===== src/hdl/gct_consts.vh =====
// Register offsets, field positions, reset values and codes of the timer
`ifndef GCT_CONSTS_VH
`define GCT_CONSTS_VH

`define GCT_OFF_CNT_HI 12'hf00
`define GCT_OFF_CNT_LO 12'hf01
`define GCT_OFF_RLD_HI 12'hf02
`define GCT_OFF_RLD_LO 12'hf03
`define GCT_OFF_PWM_HI 12'hf04
`define GCT_OFF_PWM_LO 12'hf05
`define GCT_OFF_CTL0 12'hf06
`define GCT_OFF_CTL1 12'hf07
`define GCT_OFF_IRQ_STAT 12'hf08
`define GCT_OFF_IRQ_MASK 12'hf09
`define GCT_OFF_ALT_LOW 12'hf0a
`define GCT_OFF_ALT_HIGH 12'hf0b

`define GCT_RST_CNT_HI 8'h00
`define GCT_RST_CNT_LO 8'h01
`define GCT_RST_RLD 8'hff
`define GCT_RST_PWM 8'h00
`define GCT_RST_CTL 8'h00
`define GCT_RST_BYTE 8'h00
`define GCT_RESTART 16'h0001

`define GCT_CTL1_EN 7
`define GCT_CTL1_POL 6
`define GCT_CTL1_PRES_HI 5
`define GCT_CTL1_PRES_LO 3
`define GCT_CTL1_MODE_HI 2
`define GCT_CTL1_MODE_LO 0
`define GCT_CTL0_CFG_HI 4
`define GCT_CTL0_CFG_LO 3
`define GCT_CTL0_CAUSE 0

`define GCT_MODE_GATED 3'h6
`define GCT_MODE_CAPCMP 3'h7

`define GCT_CFG_BOTH 2'h0
`define GCT_CFG_BOTH_ALT 2'h1
`define GCT_CFG_DEASSERT 2'h2
`define GCT_CFG_RELOAD 2'h3

`define GCT_ST_RELOAD 0
`define GCT_ST_DEASSERT 1
`define GCT_ST_CAPTURE 2
`define GCT_ST_WIDTH 3

`endif


===== src/hdl/gct_timer.v =====
// Gated and capture/compare 16-bit timer with byte register file
//
// How it works
// - Software-written count is the start value only for the first pass after enable.
// - In gated mode every reload restarts the counter at 0001H.
// - Reload value is the 16-bit pair of reload high and low bytes.
// - Gated interrupt on deassertion and reload, config field may limit to one.
// - Capture/compare counter idles until the first qualifying input edge.
// - Polarity bit selects rising or falling edges in capture/compare mode.
// - Capture/compare counts prescaled system clock, not the input pin.
// - Both alternate selects set put complemented timer output on port A bit 0.
// - Later edges capture count, interrupt, restart at 0001H, set cause flag.
// - Compare match interrupts, restarts at 0001H and clears the cause flag.
//
// Local design decision: the strobed register port.
`timescale 1ns/10ps
`include "gct_consts.vh"
module gct_timer #(
  parameter PRES_WIDTH = 7
) (
  // Clock and reset
  input wire sys_clk,
  input wire rstn,
  // Register port
  input wire [11:0] regAddr,
  input wire [7:0] regWdata,
  input wire regWrite,
  input wire regRead,
  output reg [7:0] regRdata,
  // Port A bit 0 pin
  input wire portA0In,
  output reg portA0Out,
  output reg portA0Oe,
  // Interrupt
  output reg timerIrq
);

  // Register file state
  reg [15:0] cnt_r;
  reg [15:0] cnt_nxt;
  reg [7:0] rldHi_r;
  reg [7:0] rldLo_r;
  reg [15:0] pwm_r;
  reg [15:0] pwm_nxt;
  reg [1:0] irqCfg_r;
  reg cause_r;
  reg cause_nxt;
  reg [7:0] ctl1_r;
  reg [`GCT_ST_WIDTH-1:0] stat_r;
  reg [`GCT_ST_WIDTH-1:0] mask_r;
  reg [7:0] altLow_r;
  reg [7:0] altHigh_r;

  // Timer state
  reg armed_r;
  reg armed_nxt;
  reg timerOut_r;
  reg timerOut_nxt;
  reg inSync1_r;
  reg inSync2_r;
  reg inPrev_r;
  reg [`GCT_ST_WIDTH-1:0] evSet;

  wire [15:0] reloadVal;
  wire timerEn;
  wire inPol;
  wire [2:0] mode;
  wire pinIsInput;
  wire tinLevel;
  wire asserted;
  wire assertedPrev;
  wire qualEdge;
  wire deassertEdge;
  wire presTick;
  wire [16:0] stepRes;
  wire cfgReload;
  wire cfgDeassert;
  wire [`GCT_ST_WIDTH-1:0] statClr;

  // Count step: bit 16 flags a match, low bits are the next count
  function [16:0] countStep;
    input [15:0] cur;
    input [15:0] limit;
    begin
      if (cur == limit) begin
        countStep = {1'b1, `GCT_RESTART};
      end else begin
        countStep = {1'b0, cur + 16'h0001};
      end
    end
  endfunction

  // Address match helper, shared by every register write
  function hit;
    input [11:0] addr;
    input [11:0] off;
    begin
      hit = (addr == off);
    end
  endfunction

  assign reloadVal = {rldHi_r, rldLo_r};
  assign timerEn = ctl1_r[`GCT_CTL1_EN];
  assign inPol = ctl1_r[`GCT_CTL1_POL];
  assign mode = ctl1_r[`GCT_CTL1_MODE_HI:`GCT_CTL1_MODE_LO];
  assign stepRes = countStep(cnt_r, reloadVal);

  // Pin feeds the timer only in its input function
  assign pinIsInput = ~altLow_r[0] & ~altHigh_r[0];
  assign tinLevel = pinIsInput & inSync2_r;
  assign asserted = tinLevel ^ inPol;
  assign assertedPrev = inPrev_r ^ inPol;
  // Polarity 0 takes rising edges, 1 takes falling edges
  assign qualEdge = asserted & ~assertedPrev;
  assign deassertEdge = ~asserted & assertedPrev;

  // Interrupt event filter for gated mode
  assign cfgReload = (irqCfg_r != `GCT_CFG_DEASSERT);
  assign cfgDeassert = (irqCfg_r != `GCT_CFG_RELOAD);

  // Write-one-to-clear mask for the status register
  assign statClr = (regWrite && hit(regAddr, `GCT_OFF_IRQ_STAT)) ?
                   regWdata[`GCT_ST_WIDTH-1:0] : {`GCT_ST_WIDTH{1'b0}};

  gct_prescaler #(
    .WIDTH(PRES_WIDTH)
  ) u_pres (
    .sys_clk(sys_clk),
    .rstn(rstn),
    .run(timerEn),
    .divCode(ctl1_r[`GCT_CTL1_PRES_HI:`GCT_CTL1_PRES_LO]),
    .tick(presTick)
  );

  // Pin synchroniser and edge history; first stage feeds only the second
  always @(posedge sys_clk or negedge rstn) begin
    if (!rstn) begin
      inSync1_r <= 1'b0;
      inSync2_r <= 1'b0;
      inPrev_r <= 1'b0;
    end else begin
      inSync1_r <= portA0In;
      inSync2_r <= inSync1_r;
      inPrev_r <= tinLevel;
    end
  end

  // Counting, capture and compare behaviour per mode
  always @* begin
    cnt_nxt = cnt_r;
    pwm_nxt = pwm_r;
    cause_nxt = cause_r;
    armed_nxt = armed_r;
    timerOut_nxt = timerOut_r;
    evSet = {`GCT_ST_WIDTH{1'b0}};
    if (!timerEn) begin
      // Disabled: count keeps the software start value for the next pass
      armed_nxt = 1'b0;
    end else begin
      case (mode)
        `GCT_MODE_GATED: begin
          // Count holds when not asserted, so the software value is kept
          if (presTick && asserted) begin
            cnt_nxt = stepRes[15:0];
            if (stepRes[16]) begin
              // Every later pass starts from the restart value
              cnt_nxt = `GCT_RESTART;
              timerOut_nxt = ~timerOut_r;
              evSet[`GCT_ST_RELOAD] = cfgReload;
            end
          end
          if (deassertEdge) begin
            evSet[`GCT_ST_DEASSERT] = cfgDeassert;
          end
        end
        `GCT_MODE_CAPCMP: begin
          if (qualEdge && !armed_r) begin
            armed_nxt = 1'b1;
          end else if (qualEdge) begin
            // Capture outranks a compare in the same cycle
            pwm_nxt = cnt_r;
            cnt_nxt = `GCT_RESTART;
            cause_nxt = 1'b1;
            evSet[`GCT_ST_CAPTURE] = 1'b1;
          end else if (armed_r && presTick) begin
            cnt_nxt = stepRes[15:0];
            if (stepRes[16]) begin
              cause_nxt = 1'b0;
              timerOut_nxt = ~timerOut_r;
              evSet[`GCT_ST_RELOAD] = 1'b1;
            end
          end
        end
        default: begin
          cnt_nxt = cnt_r;
        end
      endcase
    end
    // Software byte writes override the hardware count
    if (regWrite && hit(regAddr, `GCT_OFF_CNT_HI)) begin
      cnt_nxt[15:8] = regWdata;
    end
    if (regWrite && hit(regAddr, `GCT_OFF_CNT_LO)) begin
      cnt_nxt[7:0] = regWdata;
    end
    if (regWrite && hit(regAddr, `GCT_OFF_PWM_HI)) begin
      pwm_nxt[15:8] = regWdata;
    end
    if (regWrite && hit(regAddr, `GCT_OFF_PWM_LO)) begin
      pwm_nxt[7:0] = regWdata;
    end
  end

  // Timer state registers
  always @(posedge sys_clk or negedge rstn) begin
    if (!rstn) begin
      cnt_r <= {`GCT_RST_CNT_HI, `GCT_RST_CNT_LO};
      pwm_r <= {`GCT_RST_PWM, `GCT_RST_PWM};
      cause_r <= 1'b0;
      armed_r <= 1'b0;
      timerOut_r <= 1'b0;
    end else begin
      cnt_r <= cnt_nxt;
      pwm_r <= pwm_nxt;
      cause_r <= cause_nxt;
      armed_r <= armed_nxt;
      timerOut_r <= timerOut_nxt;
    end
  end

  // Software-only configuration registers
  always @(posedge sys_clk or negedge rstn) begin
    if (!rstn) begin
      rldHi_r <= `GCT_RST_RLD;
      rldLo_r <= `GCT_RST_RLD;
      irqCfg_r <= 2'h0;
      ctl1_r <= `GCT_RST_CTL;
      mask_r <= {`GCT_ST_WIDTH{1'b0}};
      altLow_r <= `GCT_RST_BYTE;
      altHigh_r <= `GCT_RST_BYTE;
    end else if (regWrite) begin
      if (hit(regAddr, `GCT_OFF_RLD_HI)) begin
        rldHi_r <= regWdata;
      end
      if (hit(regAddr, `GCT_OFF_RLD_LO)) begin
        rldLo_r <= regWdata;
      end
      if (hit(regAddr, `GCT_OFF_CTL0)) begin
        irqCfg_r <= regWdata[`GCT_CTL0_CFG_HI:`GCT_CTL0_CFG_LO];
      end
      if (hit(regAddr, `GCT_OFF_CTL1)) begin
        ctl1_r <= regWdata;
      end
      if (hit(regAddr, `GCT_OFF_IRQ_MASK)) begin
        mask_r <= regWdata[`GCT_ST_WIDTH-1:0];
      end
      if (hit(regAddr, `GCT_OFF_ALT_LOW)) begin
        altLow_r <= regWdata;
      end
      if (hit(regAddr, `GCT_OFF_ALT_HIGH)) begin
        altHigh_r <= regWdata;
      end
    end
  end

  // Sticky status; a new event beats a clear in the same cycle
  always @(posedge sys_clk or negedge rstn) begin
    if (!rstn) begin
      stat_r <= {`GCT_ST_WIDTH{1'b0}};
      timerIrq <= 1'b0;
    end else begin
      stat_r <= (stat_r & ~statClr) | evSet;
      timerIrq <= |(((stat_r & ~statClr) | evSet) & mask_r);
    end
  end

  // Pin drive: complemented output only with both selects set
  always @(posedge sys_clk or negedge rstn) begin
    if (!rstn) begin
      portA0Out <= 1'b1;
      portA0Oe <= 1'b0;
    end else begin
      portA0Out <= ~timerOut_nxt;
      portA0Oe <= altLow_r[0] & altHigh_r[0];
    end
  end

  // Read data valid only in the cycle after the strobe
  always @(posedge sys_clk or negedge rstn) begin
    if (!rstn) begin
      regRdata <= 8'h00;
    end else if (!regRead) begin
      regRdata <= 8'h00;
    end else begin
      case (regAddr)
        `GCT_OFF_CNT_HI: regRdata <= cnt_r[15:8];
        `GCT_OFF_CNT_LO: regRdata <= cnt_r[7:0];
        `GCT_OFF_RLD_HI: regRdata <= rldHi_r;
        `GCT_OFF_RLD_LO: regRdata <= rldLo_r;
        `GCT_OFF_PWM_HI: regRdata <= pwm_r[15:8];
        `GCT_OFF_PWM_LO: regRdata <= pwm_r[7:0];
        `GCT_OFF_CTL0: regRdata <= {3'h0, irqCfg_r, 2'h0, cause_r};
        `GCT_OFF_CTL1: regRdata <= ctl1_r;
        `GCT_OFF_IRQ_STAT: regRdata <= {5'h00, stat_r};
        `GCT_OFF_IRQ_MASK: regRdata <= {5'h00, mask_r};
        `GCT_OFF_ALT_LOW: regRdata <= altLow_r;
        `GCT_OFF_ALT_HIGH: regRdata <= altHigh_r;
        default: regRdata <= 8'h00;
      endcase
    end
  end

endmodule // gct_timer


===== src/hdl/gct_prescaler.v =====
// Power-of-two prescaler giving a one-cycle count tick
`timescale 1ns/10ps
module gct_prescaler #(
  parameter WIDTH = 7
) (
  // Clock and reset
  input wire sys_clk,
  input wire rstn,
  // Control
  input wire run,
  input wire [2:0] divCode,
  // Tick out
  output reg tick
);

  reg [WIDTH-1:0] div_r;
  wire [WIDTH-1:0] divMask;

  // Mask of low bits that must all be one for a tick
  assign divMask = ~({WIDTH{1'b1}} << divCode);

  // Free divider, cleared while stopped so each run starts aligned
  always @(posedge sys_clk or negedge rstn) begin
    if (!rstn) begin
      div_r <= {WIDTH{1'b0}};
      tick <= 1'b0;
    end else if (!run) begin
      div_r <= {WIDTH{1'b0}};
      tick <= 1'b0;
    end else begin
      div_r <= div_r + {{(WIDTH-1){1'b0}}, 1'b1};
      tick <= ((div_r & divMask) == divMask);
    end
  end

endmodule // gct_prescaler


===== config.mk =====
export PLATFORM = sky130hd
export DESIGN_NAME = gct_timer
export DESIGN_NICKNAME = d
export VERILOG_FILES = /design/src/hdl/gct_timer.v /design/src/hdl/gct_prescaler.v
export VERILOG_INCLUDE_DIRS = /design/src /design/src/hdl
export SDC_FILE = /design/constraint.sdc
export NUM_CORES = 1
export LEC_CHECK = 0
export BUFFER_PORTS_ARGS = -buffer_cell sky130_fd_sc_hd__buf_2
export CAP_MARGIN = 20
export CORE_MARGIN = 3
export CORE_UTILIZATION = 25
export DETAILED_ROUTE_END_ITERATION = 7
export PLACE_DENSITY_LB_ADDON = 0.2
export SETUP_SLACK_MARGIN = 0.4
export SKIP_CTS_REPAIR_TIMING = 1
export SYNTH_ARGS = -nofsm -noshare
export SYNTH_HDL_FRONTEND = slang
export SYNTH_SLANG_ARGS = --single-unit
export TNS_END_PERCENT = 100

===== constraint.sdc =====
create_clock -name sys_clk -period 6.5 [get_ports sys_clk]
set_input_delay 0 -clock sys_clk [delete_from_list [all_inputs] [get_ports sys_clk]]
set_output_delay 0 -clock sys_clk [all_outputs]
set_load 0.1 [all_outputs]

======== Yosys cells after proc, flatten, opt, wreduce, memory -nomap -nowiden ========
Index checks and enable logic that the tools add are counted.
Widths: inputs -> output; s select.
word-level totals
  latch bits .............................. 0
  memories ................................ 0
  memory bits (read-only) ................. 0
  logic and storage cells ................. 157
  memory bits (writable) .................. 0
  input bits .............................. 25
  flip-flop bits (word level) ............. 105
cells by class
  equality and inequality tests ........... 28
  bitwise logic cells ..................... 20
  add/sub/neg operators ................... 2
  reduce and logical (&&, ||, !) cells .... 35
  order comparisons ....................... 0
  multiplexer cells ....................... 47
  multipliers ............................. 0
  divide/modulo/power cells ............... 0
  shifts and indexed selects .............. 1
operators with widths
  cell                   number
  $mux 16                10
  $eq 12x12->1 const B   12
  $pmux 8 s12            1
  $mux 8                 5
  $pmux 16 s2            1
  $mux 1                 24
  $reduce_bool 2->1      10
  $mux 17                1
  $add 16x1->16 const B  1
  $eq 16x16->1           1
  $reduce_and 2->1       8
  $reduce_and 5->1       3
  $ne 3x3->1 const B     4
  $logic_and 1x1->1      8
  $ne 2x1->1 const B     4
  $ne 4x4->1 const B     2
  $reduce_and 4->1       2
  $add 7x1->7 const B    1
  $and 7x7->7            1
  $eq 7x7->1             1
  $mux 7                 1
  $not 1->1              7
  $not 7->7              1
  $shl 7x3->7 const A    1
  other kinds (12)       23

======== Longest topological paths before layout ========
Gate-level depths: netlist of run 1.
  depth after elaboration ................. 12
  gate-level depth with buffers ........... 9

======== Hierarchy ========
From an unflattened synthesis of run 1, not the netlist that was laid out.
unflattened totals
  cell total of the unflattened synthesis .. 568
  area, all modules ....................... 5771.8 sq um
modules (own cells, without submodules)
  module         cells an instance  instances  sequential area each (sq um)  area each (sq um)
  gct_timer      530                1          2449.8                        5386.4
  gct_prescaler  38                 1          200.2                         385.4

======== Least setup slack after synthesis of run 1 ========
OpenSTA, ideal clock, no wires.
  kind .................................... register -> register
  start ................................... register cnt_r[0]
  end ..................................... register cnt_r[10]
  buffers on the path ..................... 2
  setup slack ............................. 4.434 ns
  arrival ................................. 1.929 ns
  stages on the path, launching flop included .. 9
  data required time ...................... 6.363 ns
  path through ............................ dfstp_2 > clkbuf_1 > xor2_1 > nor4_1 > nand4_1 > clkbuf_1 > a31o_2 > a22oi_1 > a21oi_1
on the way
  cells in the longest elaborated chain, start to end .. 8
RTL lines
  element                                        line                            source
  start: declaration                             gct_timer.v:39                  reg [15:0] cnt_r;
  start signal: assignment                       gct_timer.v:217                 cnt_r <= {`GCT_RST_CNT_HI, `GCT_RST_CNT_LO};
  start signal: assignment                       gct_timer.v:223                 cnt_r <= cnt_nxt;
  $add 16x1->16 or $eq 16x16->1 (tied branches)  gct_timer.v:88, gct_timer.v:85
  $mux 17 (*)                                    gct_timer.v:85                  if (cur == limit) begin
  $mux 16                                        gct_timer.v:185                 end else if (armed_r && presTick) begin
  $mux 16                                        gct_timer.v:179                 end else if (qualEdge) begin
  $mux 16                                        gct_timer.v:177                 if (qualEdge && !armed_r) begin
  $pmux 16 s2 (*)                                gct_timer.v:160                 case (mode)
  $mux 16 (*)                                    gct_timer.v:156                 if (!timerEn) begin
  $mux 8 (*)                                     gct_timer.v:200                 if (regWrite && hit(regAddr, `GCT_OFF_CNT_HI)) begin
Mark *: on every way between the ends. The rest lies on a longest branch, timed or not. The select of a mux whose other input is x is not followed.
A chain may end at the register's enable or synchronous reset.

======== Worst setup path in the final report of run 1 ========
  start ................................... register altHigh_r[0]
  end ..................................... register cnt_r[0]
on the way
  cells in the longest elaborated chain, start to end .. 10
RTL lines
  element                   line             source
  start: declaration        gct_timer.v:52   reg [7:0] altHigh_r;
  start signal: assignment  gct_timer.v:240  altHigh_r <= `GCT_RST_BYTE;
  start signal: assignment  gct_timer.v:261  altHigh_r <= regWdata;
  $not 1->1 (*)             gct_timer.v:109  assign pinIsInput = ~altLow_r[0] & ~altHigh_r[0];
  $and 1x1->1 (*)           gct_timer.v:109
  $and 1x1->1 (*)           gct_timer.v:110  assign tinLevel = pinIsInput & inSync2_r;
  via tinLevel              gct_timer.v:69   wire tinLevel;
  $xor 1x1->1 (*)           gct_timer.v:111  assign asserted = tinLevel ^ inPol;
  $and 1x1->1               gct_timer.v:114  assign qualEdge = asserted & ~assertedPrev;
  $mux 16                   gct_timer.v:179
  $mux 16                   gct_timer.v:177
  $pmux 16 s2               gct_timer.v:160
  $mux 16                   gct_timer.v:156
  $mux 8                    gct_timer.v:203  if (regWrite && hit(regAddr, `GCT_OFF_CNT_LO)) begin
The timed path passes the listed nets; every way through them passes the cells marked *. The select of a mux whose other input is x is not followed.

==> results_dict.tcl, run 1 <==
set metrics [dict create \
    post-route-drc-count 0 \
    result_of_the_run "complete, no violations" \
    numCtsBuffers 9 \
    synth-seq-cells 105 \
    cp_data_arrival_time_ps 2930 \
    post-route-worst-setup-slack_ps 3860 \
    die_w_um 157 \
    finalCoreUtilization 0.291 \
    clock_insertion_delay_worst_skew_ps 360 \
    wl_per_cell_um 21.2 \
    cts.reportedPaths.clkPinSlew_ps 70 \
    slew_violations 0 \
    ctsLongestPathBuffers 2 \
    cp-start-kind "flip-flop" \
    total_power_density_per_cell_area_mw_per_mm2 204 \
    min_path_type "in -> reg" \
    drt_first_pass_iters 5 \
    post_route_cells_drive_above_1_share 0.245 \
    antenna-diode-count 0 \
    grtUsageTotal 0.149 \
    cp_slowest_cell "sky130_fd_sc_hd__a221o_1" \
    drt_iter0_markers 409 \
    global_route_wire_length_before_repair_um 27700 \
    syn-instance-count 563 \
    synth-seq-area-share 0.465 \
    worst_hold_path.num_cells 3 \
    synthesized_cell_area_mm2 0.00570 \
    placed_cells 841 \
    number_of_clock_sinks 105 \
    vias_in_the_first_global_route 4528 \
    dr_total_vias 4489 \
    critical_path_required_ps 6780 \
    worst_clock_skew_ps 8.89 \
    gp_congestion 0.803 \
    mappedNetlistNets 590 \
    p_leak_nw 2.66 \
    drt.antenna.violating_nets 0 \
    fp.coreArea_mm2 0.0221 \
    capture_point_of_the_worst_reg_to_reg_path "cnt_r[0]$_DFFE_PN1P_" \
    num_io_pins 36 \
    route.layer.met1.wl_um 8230 \
    cts.htree.levels 3 \
    reg2regPathDepth 6 \
    routed-wl-met3_um 1230 \
    r2r-start "altHigh_r[0]$_DFFE_PN0P_" \
    highest_layer "met4" \
    avgSynthCellArea_um2 10.1 \
    floorplan.die.height_um 157 \
    min_to "pwm_r[15]$_DFFE_PN0P_" \
    via_per_inst 5.22 \
    crit_path_max_incr_delay_ps 620 \
    rrSetupSlack_ps 3860 \
    critical_path.cell_chain "nor3b_4 > xnor2_1 > a221o_1 > nor3_4 > mux2i_1 > mux2_2" \
    synthesis.yosys.warnings 0 \
    antenna_violations_before_repair 0 \
    max_cap_viols 0 \
    fin_crit_sh 0.407 \
    synth-async-reset-ratio 1.00 \
    end_kind "flip-flop" \
    final_cells 860 \
    critical_path_class "reg -> reg" \
    grt_max_degree 70 \
    timing.max_slew.rel_slack 0.402 \
    placement.io_buffers 35 \
    place_ws_ps 3880 \
    clockRootBuffer "sky130_fd_sc_hd__clkbuf_16" \
    final.hold.worst_slack_ps 12.2 \
    net_total_in_the_final_layout 602 \
    finalSetupViolations 0 \
    std_cell_rows 54 \
    max_slew.worst_pin.slew_ps 874 \
    timing.hold.worst.start "regWdata[7]" \
    tritoncts "done" \
    met2WireLength_um 8300 \
    grt_setup_unrepaired "no" \
    start_util 0.258 \
    worst_vdd_ir_uv 109 \
    max_freq_ghz 0.378 \
    final_hold_violation_count 0 \
    synth.lib_cells_used.distinct 63 \
    cp_max_fo 18 \
    area.growth.synth_to_final_pct 12.7 \
    total_die_area_mm2 0.0247 \
    dp.final_hpwl_um 12700 \
    drt_wl_total_um 18200 \
    fin_tns_setup_ps 0 \
    grt-ovfl-total 0 \
    period_minus_slack_ps 2640 \
    synth-edff-count 0 \
    synth_top_flop_cell "sky130_fd_sc_hd__dfrtp_1" \
]
critical path, delay by kind of cell (launching register included):
kind | cells | cell delay (ps)
compound gates | 1 | 620
flops | 1 | 420
xor+xnor | 1 | 140
simple gates | 2 | 940
mux | 2 | 430
cells by family (layout without fill, tap and decap cells):
group           after synthesis  in the layout  synth area share
simple gates                188            188             0.167
compound gates              123            123             0.147
flops                       105            105             0.465
mux                          69             69             0.140
buf+inv                      52             69            0.0399
xor+xnor                     24             24            0.0369
fa+ha+maj                     2              2           0.00439
final cells by class:
cell class,count,area (µm²)
Sequential cell,105,2650
Inverter,9,33.8
Tap cell,280,350
Clock buffer,11,253
Multi-Input combinational cell,406,2820
Fill cell,2278,15700
Clock inverter,5,60.1
Timing Repair Buffer,44,256
metal layers:
layer | up-vias | global-route usage
met5 | - | 0
met2 | 175 | 0.232
met1 | 2231 | 0.205
met4 | 0 | 0.0517
met3 | 23 | 0.0341
li1 | 2060 | -
worst max path at each step:
stage                                       end  slack, ps  cells after the start                startpoint
after CTS                  cnt_r[0]$_DFFE_PN1P_       3860                      6  altHigh_r[0]$_DFFE_PN0P_
after detailed placement   cnt_r[6]$_DFFE_PN0P_       3880                      6      cnt_r[1]$_DFFE_PN0P_
after global routing         timerIrq$_DFF_PN0_       3620                      5      cnt_r[1]$_DFFE_PN0P_
after global placement    ctl1_r[5]$_DFFE_PN0P_       3870                      5                regAddr[1]
final                      cnt_r[0]$_DFFE_PN1P_       3860                      6  altHigh_r[0]$_DFFE_PN0P_
after floorplan           cnt_r[10]$_DFFE_PN0P_       4430                      8      cnt_r[0]$_DFFE_PN1P_
registers in the layout, indices dropped and copies added, names as in the netlist, 2 cells and up:
name          flops
u_pres.div_r      7
rldHi_r           8
altHigh_r         8
regRdata          8
mask_r            3
ctl1_r            8
pwm_r            16
altLow_r          8
cnt_r            16
stat_r            3
irqCfg_r          2
rldLo_r           8
power by group:
part	switching (mW)	total, mW	leakage [nW]	internal [mW]
Sequential	0.00377	0.661	1.20	0.657
Combinational	0.0460	0.0640	1.31	0.0180
Clock	0.261	0.583	0.153	0.322
metrics by stage:
step                      power (mW)  instance area (µm²)
after floorplan                0.698                 5700
after global routing            1.36                 6430
after CTS                       1.33                 6400
after global placement         0.736                 6070
after detailed placement       0.737                 6080
final                           1.31                 6430
synthesized netlist by cell type, drive strengths merged, types with 5 or more instances:
library cell  instances  share of area
mux2                 46          0.091
a21oi                28          0.025
buf                  15          0.016
a222oi                5         0.0088
nor2                 56          0.039
o21ai                25          0.022
nor3b                 5         0.0094
a31oi                11          0.012
a31o                  9          0.014
nand4                 9         0.0099
and2                 10          0.011
xor2                 18          0.028
a22oi                13          0.017
inv                   9         0.0059
clkbuf               28          0.018
xnor2                 6         0.0092
nand2                46          0.031
dfrtp                87           0.38
mux2i                19          0.033
and3                 10          0.011
nor3                  9         0.0099
dfstp                18          0.083
a22o                  8          0.012
nand3                22          0.019
cell usage in the layout, fill, tap and decap left out, drive strengths merged, types with 10 or more instances in the layout:
cell,instances
a21oi,28
a22oi,13
a31oi,11
and2,10
and3,10
buf,41
clkbuf,11
dfrtp,87
dfstp,18
inv,11
mux2,46
mux2i,19
nand2,46
nand3,22
nor2,56
o21ai,25
xor2,18
(Power assumes the default switching activity.)
==> run 2, diff against run 1 <==
==> constraint.sdc (replaced) <==
create_clock -name sys_clk -period 2.3 [get_ports sys_clk]
set_input_delay 0 -clock sys_clk [delete_from_list [all_inputs] [get_ports sys_clk]]
set_output_delay 0 -clock sys_clk [all_outputs]
set_load 0.1 [all_outputs]
==> run 2 against run 1 <==
Cell count up 6.0%; sequential share of layout area shrank 3.9 points; clock-buffer cell count fell by 1; global-route usage grew 0.62 points; hold slack lost 9.1 ps; combinational power increased to 3.2 times the previous value; routed wire length up 5.5%; clock skew increased by 1.1 ps; via count is 4.8% higher; critical path depth up 2; highest routed layer unchanged.
==> results_dict.tcl, run 2 (synthesis results as in run 1) <==
set metrics [dict create \
    result_of_the_run "complete, no violations" \
    tritoncts "done" \
    antenna_violations_before_repair 0 \
    p_leak_nw 2.95 \
    drt.antenna.violating_nets 0 \
    grtUsageTotal 0.155 \
    area.growth.synth_to_final_pct 24.8 \
    global_route_wire_length_before_repair_um 29100 \
    fin_tns_setup_ps 0 \
    n_fill_cell 2227 \
    critical_path_required_ps 2580 \
    power_internal_mw 2.68 \
    grt-ovfl-total 0 \
    min_path_type "in -> reg" \
    cp_max_fo 7 \
    seq_power_share 0.519 \
    cp_data_arrival_time_ps 2450 \
    wl_per_cell_um 21.0 \
    grt_max_degree 44 \
    start_util 0.258 \
    detailed_place.area_mm2 0.00641 \
    post_route_cells_drive_above_1_share 0.354 \
    dp.final_hpwl_um 13500 \
    crit_buf_inv 2 \
    post-route-drc-count 0 \
    net_switching_power_mw 0.916 \
    finalSetupViolations 0 \
    slew_violations 0 \
    vias_in_the_first_global_route 4711 \
    multi_input_comb_area_mm2 0.00300 \
    gp_congestion 0.846 \
    number_of_clock_sinks 105 \
    post-route-cell-area_mm2 0.00711 \
    finalCoreUtilization 0.322 \
    drt_wl_total_um 19200 \
    antenna-diode-count 0 \
    cp-start-kind "flip-flop" \
    dr_total_vias 4706 \
    swShare 0.255 \
    crit_path_max_incr_delay_ps 440 \
    die_w_um 157 \
    timing.max_slew.rel_slack 0.607 \
    total_power_density_per_cell_area_mw_per_mm2 505 \
    mostFrequentLayoutCells "sky130_fd_sc_hd__dfrtp_1 (84), sky130_fd_sc_hd__nor2_1 (50), sky130_fd_sc_hd__mux2_2 (46)" \
    grt_setup_unrepaired "yes" \
    floorplan.die.height_um 157 \
    biggestRegsByFlops "cnt_r x16, pwm_r x16" \
    final_hold_violation_count 0 \
    clock_insertion_delay_worst_skew_ps 360 \
    cp_slowest_cell "sky130_fd_sc_hd__a221o_2" \
    drt_first_pass_iters 5 \
    register_area_mm2 0.00265 \
    critical-path-top-delay-family "compound AO/OA/AOI/OAI gates" \
    period_minus_slack_ps 2170 \
    worst_clock_skew_ps 9.99 \
    std_cell_rows 54 \
    total_die_area_mm2 0.0247 \
    ctsLongestPathBuffers 2 \
    fp.coreArea_mm2 0.0221 \
    place_ws_ps -41.3 \
    end_kind "flip-flop" \
    cts.htree.levels 3 \
    cts.reportedPaths.clkPinSlew_ps 80 \
    max_freq_ghz 0.461 \
    max_slew.worst_pin.slew_ps 589 \
    max_cap_viols 0 \
    critical_path_class "reg -> reg" \
    portion_of_total_power_attributed_to_the_clock_network 0.424 \
    mostFrequentLayoutCell "sky130_fd_sc_hd__dfrtp_1" \
    num_io_pins 36 \
    post-route-worst-setup-slack_ps 131 \
    clockRootBuffer "sky130_fd_sc_hd__clkbuf_16" \
    via_per_inst 5.16 \
    drt_iter0_markers 494 \
    net_total_in_the_final_layout 654 \
    placement.io_buffers 35 \
    pwr-share-comb 0.057 \
    worst_vdd_ir_uv 267 \
    numCtsBuffers 9 \
    critical_path.cell_chain "nor3b_4 > buf_12 > xnor2_2 > a221o_2 > nor3_4 > clkbuf_16 > a22oi_1 > a21oi_1" \
    fin_crit_sh 0.943 \
]
run 2: cell types whose count changed in the layout (fill, tap and decap cells not counted), sizes merged:
| cell | before | now |
|---|---|---|
| buf | 41 | 91 |
| inv | 11 | 12 |
| clkbuf | 11 | 12 |
| clkinv | 1 | 2 |
| bufinv | 1 | 0 |
run 2: final cells by class:
| class | count | area share |
|---|---|---|
| clock buffers | 10 | 0.0322 |
| clock inverters | 6 | 0.00704 |
| inverters | 9 | 0.00475 |
| multi-input cells | 406 | 0.422 |
| flip-flops and latches | 105 | 0.373 |
| well taps | 280 | 0.0493 |
| repair buffers | 96 | 0.112 |
run 2: power by group through the flow:
stage / Combinational, mW / Sequential [mW] / Clock [mW]
finish: 0.205 / 1.87 / 1.52
global route: 0.223 / 1.87 / 1.63
CTS: 0.192 / 1.87 / 1.57
detailed placement: 0.191 / 1.90 / 0
global placement: 0.191 / 1.90 / 0
floorplan: 0.0746 / 1.90 / 0
run 2: layer usage:
metal	track usage	wire, µm	vias to the layer above
li1	-	-	2178
met1	0.215	9110	2393
met2	0.252	9070	117
met3	0.0316	754	18
met4	0.0347	262	0
met5	0	0	-
run 2: path summary, 6_finish.rpt:
path                                               start                      to  slack, ps  cells after the start
min in group asynchronous                           rstn   cnt_r[13]$_DFFE_PN0P_        170                      2
max in group asynchronous                           rstn  rldLo_r[7]$_DFFE_PN1P_       1330                      3
worst min-delay path                         regWdata[5]   pwm_r[13]$_DFFE_PN0P_          3                      3
worst min register to register       inSync1_r$_DFF_PN0_     inSync2_r$_DFF_PN0_        360                      0
worst max-delay path            altHigh_r[0]$_DFFE_PN0P_   cnt_r[14]$_DFFE_PN0P_        130                      8
worst max register to register  altHigh_r[0]$_DFFE_PN0P_   cnt_r[14]$_DFFE_PN0P_        130                      8
run 2: through the flow:
stage | total power, mW | cells | hold slack, ps
6_report | 3.59 | 912 | 3.02
5_1_grt | 3.72 | 912 | 6.83
4_1_cts | 3.62 | 891 | -343
3_5_place_dp | 2.09 | 875 | 42.6
3_3_place_gp | 2.09 | 875 | 38.4
2_1_floorplan | 1.97 | 563 | -296
run 2: worst min-delay path: stages:
cell	delay, ps
sky130_fd_sc_hd__buf_2	190
sky130_fd_sc_hd__nand2_1	80
sky130_fd_sc_hd__o21ai_1	50
